==> src/logic/acss_defs.svh <==
// Register offsets, field positions, reset values and timing counts of the audio clock source block.
`ifndef ACSS_DEFS_SVH
`define ACSS_DEFS_SVH
`define ACSS_ADDR_W 8
`define ACSS_OFF_CTRL 8'h00
`define ACSS_OFF_HOST_PER 8'h04
`define ACSS_OFF_STATUS 8'h08
`define ACSS_OFF_INT_STAT 8'h0C
`define ACSS_OFF_INT_MASK 8'h10
`define ACSS_OFF_PER_WORD 8'h14
`define ACSS_OFF_PER_OPT 8'h18
`define ACSS_OFF_PER_COAX 8'h1C
`define ACSS_CTRL_MASTER 0
`define ACSS_CTRL_PREF_LO 1
`define ACSS_CTRL_SPEED_LO 3
`define ACSS_CTRL_RESET 5'h00
`define ACSS_HOST_PER_RESET 16'h0008
`define ACSS_ST_REF_LO 6
`define ACSS_ST_RATE_ERR 8
`define ACSS_ST_CHAN_LO 9
`define ACSS_INT_REF_CHG 0
`define ACSS_INT_FALLBACK 1
`define ACSS_INT_RATE_ERR 2
`define ACSS_PER_W 16
`define ACSS_PER_MIN 4
`define ACSS_PER_MAX 1024
`define ACSS_QUAL_EDGES 8
`define ACSS_PER_TOL 1
`define ACSS_INT_HALF 4
`define ACSS_CHAN_SINGLE 4'h8
`define ACSS_CHAN_DOUBLE 4'h4
`define ACSS_CHAN_QUAD 4'h2
`define ACSS_RESP_OKAY 2'h0
`define ACSS_RESP_SLVERR 2'h2
`endif

==> src/logic/acss_pkg.sv <==
// Types shared by the audio clock source block.
package acss_pkg;
	// Reference that clocks the device; the same code selects the preferred input.
	typedef enum logic [1:0] {
		ACSS_REF_INT = 2'b00,
		ACSS_REF_OPT = 2'b01,
		ACSS_REF_COAX = 2'b10,
		ACSS_REF_WORD = 2'b11
	} acss_ref_t;
	// Per-input status as software reads it.
	typedef enum logic [1:0] {
		ACSS_ST_NOLOCK = 2'b00,
		ACSS_ST_LOCK = 2'b01,
		ACSS_ST_SYNC = 2'b10
	} acss_status_t;
	// Sample rate range chosen by the host.
	typedef enum logic [1:0] {
		ACSS_SPD_SINGLE = 2'b00,
		ACSS_SPD_DOUBLE = 2'b01,
		ACSS_SPD_QUAD = 2'b10
	} acss_speed_t;
	// Switch-over sequencer states.
	typedef enum logic [0:0] {
		ACSS_SW_RUN = 1'b0,
		ACSS_SW_WAIT = 1'b1
	} acss_sw_state_t;
endpackage : acss_pkg

==> src/logic/acss_rate_meter.sv <==
// Period meter and lock qualifier for one incoming recovered clock.
`timescale 1ns/1ps
`default_nettype none
`include "acss_defs.svh"
module acss_rate_meter #(
	parameter int PER_W = `ACSS_PER_W,
	parameter int PER_MIN = `ACSS_PER_MIN,
	parameter int PER_MAX = `ACSS_PER_MAX,
	parameter int QUAL_EDGES = `ACSS_QUAL_EDGES,
	parameter int PER_TOL = `ACSS_PER_TOL
) (
	// Clock and reset.
	input wire logic sys_clk,
	input wire logic nrst,
	// Recovered clock pin.
	input wire logic clk_pin,
	// Measurement results.
	output logic locked,
	output logic [PER_W-1:0] period,
	output logic level
);
	logic sync1_reg;
	logic sync2_reg;
	logic last_reg;
	logic [PER_W-1:0] cnt_reg;
	logic [7:0] qual_reg;
	logic edge_seen;
	logic in_tol;
	logic in_range;

	if (PER_MAX >= (1 << PER_W) || PER_MIN < 2 || QUAL_EDGES < 2 || QUAL_EDGES > 255) begin : g_bad_param
		$error("acss_rate_meter: parameter out of range");
	end

	// Two flip-flops bring the pin into the sys_clk domain; only the second is looked at.
	always_ff @(posedge sys_clk or negedge nrst) begin
		if (!nrst) begin
			sync1_reg <= 1'b0;
			sync2_reg <= 1'b0;
			last_reg <= 1'b0;
		end else begin
			sync1_reg <= clk_pin;
			sync2_reg <= sync1_reg;
			last_reg <= sync2_reg;
		end
	end

	assign edge_seen = sync2_reg & ~last_reg;
	assign level = sync2_reg;
	assign in_range = (cnt_reg >= PER_W'(PER_MIN)) && (cnt_reg <= PER_W'(PER_MAX));
	assign in_tol = (cnt_reg >= period) ? ((cnt_reg - period) <= PER_W'(PER_TOL))
		: ((period - cnt_reg) <= PER_W'(PER_TOL));

	// Counts cycles between rising edges; a missing edge ends the lock once the count passes PER_MAX.
	always_ff @(posedge sys_clk or negedge nrst) begin
		if (!nrst) begin
			cnt_reg <= '0;
			period <= '0;
		end else if (edge_seen) begin
			cnt_reg <= PER_W'(1);
			period <= cnt_reg;
		end else if (cnt_reg <= PER_W'(PER_MAX)) begin
			cnt_reg <= cnt_reg + PER_W'(1);
		end
	end

	// Lock needs QUAL_EDGES consecutive periods in range and within tolerance of each other.
	always_ff @(posedge sys_clk or negedge nrst) begin
		if (!nrst) begin
			qual_reg <= 8'h00;
			locked <= 1'b0;
		end else if (cnt_reg > PER_W'(PER_MAX)) begin
			qual_reg <= 8'h00; // see RULE_13
			locked <= 1'b0;
		end else if (edge_seen) begin
			if (in_range && in_tol) begin
				if (qual_reg < 8'(QUAL_EDGES)) begin
					qual_reg <= qual_reg + 8'h01;
				end
				locked <= (qual_reg >= 8'(QUAL_EDGES - 1)); // see RULE_13
			end else begin
				qual_reg <= 8'h00;
				locked <= 1'b0;
			end
		end
	end
endmodule : acss_rate_meter
`default_nettype wire

==> src/logic/acss_top.sv <==
// Clock source selection, lock and sync status with an AXI4-Lite register file.
// Behaviour
// RULE_01: An input with no recognised rate reports no-lock and a zero period.
// RULE_02: Automatic mode watches all inputs and leaves internal clock once one is valid.
// RULE_03: Automatic mode returns to internal clock as master when the reference is lost.
// RULE_04: Master mode runs only from internal reference, ignoring all inputs.
// RULE_05: Inputs are measured together; the preferred input clocks while it is valid.
// RULE_06: Word, optical and coaxial inputs each report no lock, lock or sync.
// RULE_07: The current reference (internal, optical, coaxial, word) is readable.
// RULE_08: Sync is withheld when an input period differs from the running period.
// RULE_09: A synced external reference off the host rate raises an error flag.
// RULE_10: Double speed selects two-way optical multiplexing, four optical channels.
// RULE_11: Quad speed selects four-way optical multiplexing, two optical channels.
// RULE_12: In master mode every other connected device must be a clock slave.
// RULE_13: Switching makes no runt pulses; validity needs a qualification period.
`timescale 1ns/1ps
`default_nettype none
`include "acss_defs.svh"
module acss_top
	import acss_pkg::*;
#(
	parameter int PER_W = `ACSS_PER_W,
	parameter int INT_HALF = `ACSS_INT_HALF
) (
	// Clock and reset.
	input wire logic sys_clk,
	input wire logic nrst,
	// AXI4-Lite write address and data.
	input wire logic [`ACSS_ADDR_W-1:0] s_axi_awaddr,
	input wire logic s_axi_awvalid,
	output logic s_axi_awready,
	input wire logic [31:0] s_axi_wdata,
	input wire logic [3:0] s_axi_wstrb,
	input wire logic s_axi_wvalid,
	output logic s_axi_wready,
	// AXI4-Lite write response.
	output logic [1:0] s_axi_bresp,
	output logic s_axi_bvalid,
	input wire logic s_axi_bready,
	// AXI4-Lite read.
	input wire logic [`ACSS_ADDR_W-1:0] s_axi_araddr,
	input wire logic s_axi_arvalid,
	output logic s_axi_arready,
	output logic [31:0] s_axi_rdata,
	output logic [1:0] s_axi_rresp,
	output logic s_axi_rvalid,
	input wire logic s_axi_rready,
	// Recovered clocks from the word clock, optical and coaxial receivers.
	input wire logic word_clk_in,
	input wire logic opt_clk_in,
	input wire logic coax_clk_in,
	// Clock, mode and interrupt outputs.
	output logic ref_clk_out,
	output logic clock_master,
	output logic double_rate_multiplex,
	output logic quad_rate_multiplex,
	output logic irq
);
	localparam int NIN = 3;
	logic [NIN-1:0] lock_w;
	logic [NIN-1:0] lvl_w;
	logic [PER_W-1:0] per_w [NIN];
	logic [NIN-1:0] pin_w;
	logic [4:0] ctrl_reg;
	logic [PER_W-1:0] host_per_reg;
	logic [2:0] int_stat_reg;
	logic [2:0] int_mask_reg;
	logic aw_full_reg;
	logic w_full_reg;
	logic [`ACSS_ADDR_W-1:0] aw_addr_reg;
	logic [31:0] w_data_reg;
	logic [3:0] w_strb_reg;
	logic aw_full_next;
	logic w_full_next;
	logic do_write;
	logic ar_take;
	acss_ref_t cur_ref_reg;
	acss_ref_t want_ref;
	acss_sw_state_t sw_state_reg;
	logic [7:0] div_reg;
	logic int_lvl_reg;
	logic tgt_lvl;
	logic cur_lvl;
	logic park_reg, sw_go;
	logic [NIN:0] lvl_prev_reg;
	logic [PER_W-1:0] run_per;
	logic rate_err_reg;
	logic rate_err_next;
	logic [2:0] ev;
	logic [2:0] ev_dly_reg;
	acss_status_t st_w [NIN];

	if (INT_HALF < 1 || INT_HALF > 255) begin : g_bad_param
		$error("acss_top: INT_HALF out of range");
	end
	// Index of a reference code among the three meters (word 0, optical 1, coaxial 2).
	function automatic int ref_idx(input acss_ref_t r);
		case (r)
			ACSS_REF_WORD: ref_idx = 0;
			ACSS_REF_OPT: ref_idx = 1;
			ACSS_REF_COAX: ref_idx = 2;
			default: ref_idx = 0;
		endcase
	endfunction : ref_idx
	// True when two periods agree within tolerance.
	function automatic logic per_match(input logic [PER_W-1:0] a, input logic [PER_W-1:0] b);
		per_match = (a >= b) ? ((a - b) <= PER_W'(`ACSS_PER_TOL)) : ((b - a) <= PER_W'(`ACSS_PER_TOL));
	endfunction : per_match
	assign pin_w = {coax_clk_in, opt_clk_in, word_clk_in};
	// One meter per input; all inputs are measured at the same time.
	for (genvar i = 0; i < NIN; i++) begin : g_meter
		acss_rate_meter #(.PER_W(PER_W)) u_meter (
			.sys_clk(sys_clk),
			.nrst(nrst),
			.clk_pin(pin_w[i]), // see RULE_05
			.locked(lock_w[i]),
			.period(per_w[i]),
			.level(lvl_w[i])
		);
		// Status of one input against the running period.
		always_comb begin
			if (!lock_w[i]) begin
				st_w[i] = ACSS_ST_NOLOCK; // see RULE_01
			end else if (per_match(per_w[i], run_per)) begin
				st_w[i] = ACSS_ST_SYNC; // see RULE_06
			end else begin
				st_w[i] = ACSS_ST_LOCK; // see RULE_08
			end
		end
	end

	// Period the device runs at: that of the current reference, or of the internal divider.
	assign run_per = (cur_ref_reg == ACSS_REF_INT) ? PER_W'(2 * INT_HALF) : per_w[ref_idx(cur_ref_reg)];

	// Source choice: master mode forces internal, otherwise preferred first, then any valid.
	always_comb begin
		want_ref = ACSS_REF_INT; // see RULE_03
		if (ctrl_reg[`ACSS_CTRL_MASTER]) begin
			want_ref = ACSS_REF_INT; // see RULE_04
		end else if (acss_ref_t'(ctrl_reg[`ACSS_CTRL_PREF_LO +: 2]) != ACSS_REF_INT
			&& lock_w[ref_idx(acss_ref_t'(ctrl_reg[`ACSS_CTRL_PREF_LO +: 2]))]) begin
			want_ref = acss_ref_t'(ctrl_reg[`ACSS_CTRL_PREF_LO +: 2]); // see RULE_05
		end else if (lock_w[0]) begin
			want_ref = ACSS_REF_WORD; // see RULE_02
		end else if (lock_w[1]) begin
			want_ref = ACSS_REF_OPT;
		end else if (lock_w[2]) begin
			want_ref = ACSS_REF_COAX;
		end
	end

	// Internal reference divider.
	always_ff @(posedge sys_clk or negedge nrst) begin
		if (!nrst) begin
			div_reg <= 8'h00;
			int_lvl_reg <= 1'b0;
		end else if (div_reg >= 8'(INT_HALF - 1)) begin
			div_reg <= 8'h00;
			int_lvl_reg <= ~int_lvl_reg;
		end else begin
			div_reg <= div_reg + 8'h01;
		end
	end

	assign tgt_lvl = (want_ref == ACSS_REF_INT) ? int_lvl_reg : lvl_w[ref_idx(want_ref)];
	assign cur_lvl = (cur_ref_reg == ACSS_REF_INT) ? int_lvl_reg : lvl_w[ref_idx(cur_ref_reg)];
	assign sw_go = (sw_state_reg == ACSS_SW_WAIT) && (want_ref != cur_ref_reg) && park_reg && !tgt_lvl
		&& lvl_prev_reg[(want_ref == ACSS_REF_INT) ? 0 : ref_idx(want_ref) + 1];

	// Switch-over parks the output low once the old source is low or lost, then joins the new one as it falls.
	always_ff @(posedge sys_clk or negedge nrst) begin
		if (!nrst) begin
			sw_state_reg <= ACSS_SW_RUN;
			cur_ref_reg <= ACSS_REF_INT;
			park_reg <= 1'b0;
			lvl_prev_reg <= '0;
		end else begin
			lvl_prev_reg <= {lvl_w, int_lvl_reg};
			park_reg <= (sw_state_reg == ACSS_SW_WAIT) && (park_reg || !cur_lvl
				|| (cur_ref_reg != ACSS_REF_INT && !lock_w[ref_idx(cur_ref_reg)])); // see RULE_03
			case (sw_state_reg)
				ACSS_SW_RUN: begin
					if (want_ref != cur_ref_reg) begin
						sw_state_reg <= ACSS_SW_WAIT;
					end
				end
				ACSS_SW_WAIT: begin
					if (want_ref == cur_ref_reg && !cur_lvl) begin
						sw_state_reg <= ACSS_SW_RUN;
					end else if (sw_go) begin
						cur_ref_reg <= want_ref; // see RULE_13
						sw_state_reg <= ACSS_SW_RUN;
					end
				end
				default: sw_state_reg <= ACSS_SW_RUN;
			endcase
		end
	end

	// Clock, master and multiplex outputs.
	always_ff @(posedge sys_clk or negedge nrst) begin
		if (!nrst) begin
			ref_clk_out <= 1'b0;
			clock_master <= 1'b1;
			double_rate_multiplex <= 1'b0;
			quad_rate_multiplex <= 1'b0;
		end else begin
			ref_clk_out <= park_reg ? 1'b0 : cur_lvl; // see RULE_13
			clock_master <= (cur_ref_reg == ACSS_REF_INT); // see RULE_03
			double_rate_multiplex <= (ctrl_reg[`ACSS_CTRL_SPEED_LO +: 2] == ACSS_SPD_DOUBLE); // see RULE_10
			quad_rate_multiplex <= (ctrl_reg[`ACSS_CTRL_SPEED_LO +: 2] == ACSS_SPD_QUAD); // see RULE_11
		end
	end

	// Error when the synced external reference runs off the host's requested period.
	assign rate_err_next = (cur_ref_reg != ACSS_REF_INT) && lock_w[ref_idx(cur_ref_reg)]
		&& !per_match(run_per, host_per_reg); // see RULE_09

	// Events: reference change, loss of the current reference, rising rate error.
	assign ev[`ACSS_INT_REF_CHG] = sw_go;
	assign ev[`ACSS_INT_FALLBACK] = (cur_ref_reg != ACSS_REF_INT) && !lock_w[ref_idx(cur_ref_reg)] && !ev_dly_reg[1];
	assign ev[`ACSS_INT_RATE_ERR] = rate_err_next && !rate_err_reg;

	// Event history and rate error flag.
	always_ff @(posedge sys_clk or negedge nrst) begin
		if (!nrst) begin
			rate_err_reg <= 1'b0;
			ev_dly_reg <= 3'h0;
		end else begin
			rate_err_reg <= rate_err_next;
			ev_dly_reg <= {1'b0, (cur_ref_reg != ACSS_REF_INT) && !lock_w[ref_idx(cur_ref_reg)], 1'b0};
		end
	end

	// Sticky interrupt status; a read clears it, a new event in the same cycle wins.
	always_ff @(posedge sys_clk or negedge nrst) begin
		if (!nrst) begin
			int_stat_reg <= 3'h0;
			irq <= 1'b0;
		end else begin
			if (ar_take && s_axi_araddr == `ACSS_OFF_INT_STAT) begin
				int_stat_reg <= ev;
			end else begin
				int_stat_reg <= int_stat_reg | ev;
			end
			irq <= |(int_stat_reg & int_mask_reg);
		end
	end

	// Write channel acceptance in either order.
	assign do_write = aw_full_reg && w_full_reg && !s_axi_bvalid;
	assign aw_full_next = (aw_full_reg && !do_write) || (s_axi_awvalid && s_axi_awready);
	assign w_full_next = (w_full_reg && !do_write) || (s_axi_wvalid && s_axi_wready);
	always_ff @(posedge sys_clk or negedge nrst) begin
		if (!nrst) begin
			aw_full_reg <= 1'b0;
			w_full_reg <= 1'b0;
			s_axi_awready <= 1'b1;
			s_axi_wready <= 1'b1;
			aw_addr_reg <= '0;
			w_data_reg <= 32'h00000000;
			w_strb_reg <= 4'h0;
		end else begin
			aw_full_reg <= aw_full_next;
			w_full_reg <= w_full_next;
			s_axi_awready <= !aw_full_next;
			s_axi_wready <= !w_full_next;
			if (s_axi_awvalid && s_axi_awready) begin
				aw_addr_reg <= s_axi_awaddr;
			end
			if (s_axi_wvalid && s_axi_wready) begin
				w_data_reg <= s_axi_wdata;
				w_strb_reg <= s_axi_wstrb;
			end
		end
	end

	// Register writes and the write response.
	always_ff @(posedge sys_clk or negedge nrst) begin
		if (!nrst) begin
			ctrl_reg <= `ACSS_CTRL_RESET;
			host_per_reg <= `ACSS_HOST_PER_RESET;
			int_mask_reg <= 3'h0;
			s_axi_bvalid <= 1'b0;
			s_axi_bresp <= `ACSS_RESP_OKAY;
		end else if (do_write) begin
			s_axi_bvalid <= 1'b1;
			s_axi_bresp <= `ACSS_RESP_OKAY;
			case (aw_addr_reg)
				`ACSS_OFF_CTRL: if (w_strb_reg[0]) ctrl_reg <= w_data_reg[4:0];
				`ACSS_OFF_HOST_PER: begin
					if (w_strb_reg[0]) host_per_reg[7:0] <= w_data_reg[7:0];
					if (w_strb_reg[1]) host_per_reg[15:8] <= w_data_reg[15:8];
				end
				`ACSS_OFF_INT_MASK: if (w_strb_reg[0]) int_mask_reg <= w_data_reg[2:0];
				`ACSS_OFF_STATUS, `ACSS_OFF_INT_STAT, `ACSS_OFF_PER_WORD, `ACSS_OFF_PER_OPT,
				`ACSS_OFF_PER_COAX: s_axi_bresp <= `ACSS_RESP_OKAY;
				default: s_axi_bresp <= `ACSS_RESP_SLVERR;
			endcase
		end else if (s_axi_bready) begin
			s_axi_bvalid <= 1'b0;
		end
	end

	// Read channel: one read at a time, data one cycle after the address is taken.
	assign ar_take = s_axi_arvalid && s_axi_arready;
	always_ff @(posedge sys_clk or negedge nrst) begin
		if (!nrst) begin
			s_axi_arready <= 1'b1;
			s_axi_rvalid <= 1'b0;
			s_axi_rdata <= 32'h00000000;
			s_axi_rresp <= `ACSS_RESP_OKAY;
		end else if (ar_take) begin
			s_axi_arready <= 1'b0;
			s_axi_rvalid <= 1'b1;
			s_axi_rresp <= `ACSS_RESP_OKAY;
			s_axi_rdata <= 32'h00000000;
			case (s_axi_araddr)
				`ACSS_OFF_CTRL: s_axi_rdata[4:0] <= ctrl_reg;
				`ACSS_OFF_HOST_PER: s_axi_rdata[PER_W-1:0] <= host_per_reg;
				`ACSS_OFF_STATUS: s_axi_rdata[12:0] <= {(ctrl_reg[`ACSS_CTRL_SPEED_LO +: 2] == ACSS_SPD_QUAD)
					? `ACSS_CHAN_QUAD : (ctrl_reg[`ACSS_CTRL_SPEED_LO +: 2] == ACSS_SPD_DOUBLE)
					? `ACSS_CHAN_DOUBLE : `ACSS_CHAN_SINGLE, rate_err_reg, cur_ref_reg,
					st_w[2], st_w[1], st_w[0]}; // see RULE_07
				`ACSS_OFF_INT_STAT: s_axi_rdata[2:0] <= int_stat_reg;
				`ACSS_OFF_INT_MASK: s_axi_rdata[2:0] <= int_mask_reg;
				`ACSS_OFF_PER_WORD: s_axi_rdata[PER_W-1:0] <= lock_w[0] ? per_w[0] : '0; // see RULE_01
				`ACSS_OFF_PER_OPT: s_axi_rdata[PER_W-1:0] <= lock_w[1] ? per_w[1] : '0;
				`ACSS_OFF_PER_COAX: s_axi_rdata[PER_W-1:0] <= lock_w[2] ? per_w[2] : '0;
				default: s_axi_rresp <= `ACSS_RESP_SLVERR;
			endcase
		end else if (s_axi_rvalid && s_axi_rready) begin
			s_axi_rvalid <= 1'b0;
			s_axi_arready <= 1'b1;
		end
	end
endmodule : acss_top
`default_nettype wire

==> config.mk <==
export PLATFORM = sky130hd
export DESIGN_NAME = acss_top
export DESIGN_NICKNAME = d
export VERILOG_FILES = /design/src/logic/acss_pkg.sv /design/src/logic/acss_rate_meter.sv /design/src/logic/acss_top.sv
export VERILOG_INCLUDE_DIRS = /design/src /design/src/logic
export SDC_FILE = /design/constraint.sdc
export NUM_CORES = 1
export LEC_CHECK = 0
export CAP_MARGIN = 10
export CORE_MARGIN = 2
export CORE_UTILIZATION = 54
export CTS_CLUSTER_SIZE = 10
export DETAILED_ROUTE_END_ITERATION = 10
export DONT_BUFFER_PORTS = 1
export MAX_ROUTING_LAYER = met4
export PLACE_DENSITY = 0.69
export SETUP_SLACK_MARGIN = 0.02
export SLEW_MARGIN = 15
export SYNTH_ARGS = -nofsm -noshare
export SYNTH_HDL_FRONTEND = slang
export SYNTH_SLANG_ARGS = --single-unit
==> constraint.sdc <==
create_clock -name sys_clk -period 6.2 [get_ports sys_clk]
set_input_delay 0.62 -clock sys_clk [delete_from_list [all_inputs] [get_ports sys_clk]]
set_output_delay 0.62 -clock sys_clk [all_outputs]
set_load 0.05 [all_outputs]
==> metrics.cfg <==
[status]
status=complete, no violations

[finish]
post-route-util=0.582
n_fill_cell=3728
syn_to_final_growth_pct=6.10
area.sequential_um2=5790
final_common_cell=nand2_1
final_nets=3016
drive_gt1_frac=0.0682
layout_common_cells=nand2_1 (249), ha_1 (232), dfrtp_1 (226), inv_1 (200), nor2_1 (197)
multi_input_area_um2=15400

[global_route]
grt_max_degree=232
grt_usage=0.358
grtUsageMet3=0.0549
grt_pass1_vias=20200
busiest_layer=met2
met2_usage=0.555
grt-ovfl-total=0
grt_pass1_wl_um=119000
antenna_found_initial=1
use_met1=0.472

[placed_design]
dp_hpwl_um=58700
gp_congestion=0.999
io_buffers=0
dp_slack_ns=0.901

[routing]
antenna_left=0
vias=21400
drt-total-wl_um=76600
wl_per_cell_um=23.5
vias_per_cell=6.57
drc=0
drt_iter0_drc=2180
dr.pass1.iters=6

[clock_network]
cts-root-buf=clkbuf_16
path_clk_slew_ns=0.06
cts_setup_buffers=0
cts_buffers=29
htree_levels=1
clock_sinks=231
cts.path.max_buffers=3
clkLatencyLatePin_ns=0.59
cts_tree=built

[sta]
setup_ws_ns=1.05
finalSetupTns_ns=0
drv_slew=0
rsz0062_at_grt=false
hold_viol=0
fmax_mhz=194
setup_violations=0
fin_crit_sh=0.831
worstMarginPinSlew_ns=1.31
finClkSkew_ns=0.0260
min_period_ns=5.15
slew_headroom=0.122

[critical_path]
crit_type=reg2reg
crit_fanout=39
cp_data_arrival_time_ns=5.63
end_kind=flop
critPathLaunchType=flop
cp.required_ns=6.68

[die]
coreArea_um2=41000
die_area_um2=43300
start_util=0.548
row_count=74
pin_count=108
die_h_um=208
die_x_um=208

[yosys]
synthCells=2757
syn_area_um2=22500
synth_edf_count=0
synth-warning-count=0
syn_area_per_cell_um2=8.16
ys_ff_latch=231
ys.flop_type=dfrtp_1
synth_cell_type_count=103
async_flop_share=1.00
ys_seq_area_frac=0.257

[power_and_ir_drop]
leakage_nw=11.1
peakVddDrop_mv=0.352
p_per_area_nw_per_um2=337
total_power_mw=8.03

[run]
drv_cap=0

[worst_hold_path]
hp-class=in2reg

through the flow:
step	instances	hold WS (ns)	instance area (um2)
6_report	3261	0.0747	23900
5_1_grt	3261	0.0632	23900
4_1_cts	3258	0.0526	23800
3_5_place_dp	3206	0.329	22900
3_3_place_gp	3206	0.329	22900
2_1_floorplan	2780	0.324	22600
layout make-up:
type | instances | area share
Antenna cell | 1 | 0.000105
Multi-Input combinational cell | 2207 | 0.646
Inverter | 200 | 0.0315
Clock buffer | 45 | 0.0333
Sequential cell | 231 | 0.242
Tap cell | 532 | 0.0279
Clock inverter | 6 | 0.00482
Timing Repair Buffer | 39 | 0.0141
path summary, 6_finish.rpt:
check | startpoint | endpoint | slack (ns) | depth (start not counted)
min in group asynchronous | nrst | g_meter[1].u_meter.qual_reg[1] | 0.59 | 2
max | cur_ref_reg[1] | s_axi_rdata[2] | 1.05 | 14
max reg2reg | cur_ref_reg[1] | s_axi_rdata[2] | 1.05 | 14
min | coax_clk_in | g_meter[2].u_meter.sync1_reg | 0.07 | 0
max in group asynchronous | nrst | g_meter[2].u_meter.period[10] | 4.57 | 3
min reg2reg | g_meter[0].u_meter.sync1_reg | g_meter[0].u_meter.level | 0.34 | 0
kinds of logic (layout without fill, tap and decap cells):
group	after synthesis	count (layout)	synth area share
buffers and inverters	342	290	0.0620
muxes	90	90	0.0438
adders and majority gates	246	246	0.142
other	1	25	0.000167
xor gates and xnor gates	106	106	0.0413
DFF	231	231	0.257
AOI/OAI and AO/OA	852	852	0.256
and+or+nand+nor	889	889	0.198
timing repair:
action	4_1_cts	5_1_grt
resized for setup	0	0
hold buffers	1	1
endpoints found under the hold margin	231	3
critical path, cell delays in order, from the launching register on:
cell      delay (ns)
dfrtp_1         0.34
buf_4           0.36
o21ai_0         0.16
a22oi_1         0.61
inv_1           0.45
ha_1            0.53
o21a_1          0.15
o31a_1          0.13
o41ai_1         0.72
o21a_1          0.23
mux2_2          0.34
nor4_1          0.30
o311ai_1        0.15
o31a_1          0.31
a41o_1          0.25
report_power, final:
group | internal, mW | switching, mW
logic | 1.82 | 2.42
clock network | 0.998 | 0.669
registers | 1.74 | 0.391
total | 4.55 | 3.48
synth_stat cells (32+ instances only):
| master | n | share of area |
|---|---|---|
| a211oi_1 | 34 | 0.011 |
| a21o_1 | 56 | 0.019 |
| a21oi_1 | 178 | 0.040 |
| a22oi_1 | 40 | 0.013 |
| clkbuf_1 | 99 | 0.017 |
| dfrtp_1 | 226 | 0.25 |
| ha_1 | 232 | 0.13 |
| inv_1 | 200 | 0.033 |
| mux2_2 | 57 | 0.029 |
| mux2i_1 | 32 | 0.014 |
| nand2_1 | 249 | 0.042 |
| nand2b_1 | 44 | 0.012 |
| nand3_1 | 45 | 0.010 |
| nand4_1 | 46 | 0.013 |
| nor2_1 | 197 | 0.033 |
| nor2b_1 | 53 | 0.015 |
| nor3_1 | 69 | 0.015 |
| nor4_1 | 35 | 0.0097 |
| o21a_1 | 49 | 0.016 |
| o21ai_0 | 191 | 0.042 |
| xnor2_1 | 73 | 0.028 |
| xor2_1 | 33 | 0.013 |
per-layer routing:
| layer | part of all wire | wire length [um] | vias to the layer above |
|---|---|---|---|
| li1 | - | - | 9888 |
| met1 | 0.43 | 32800 | 10400 |
| met2 | 0.45 | 34400 | 928 |
| met3 | 0.076 | 5790 | 215 |
| met4 | 0.047 | 3600 | 0 |
| met5 | 0 | 0 | - |
Power figures use the tool's default switching activity.
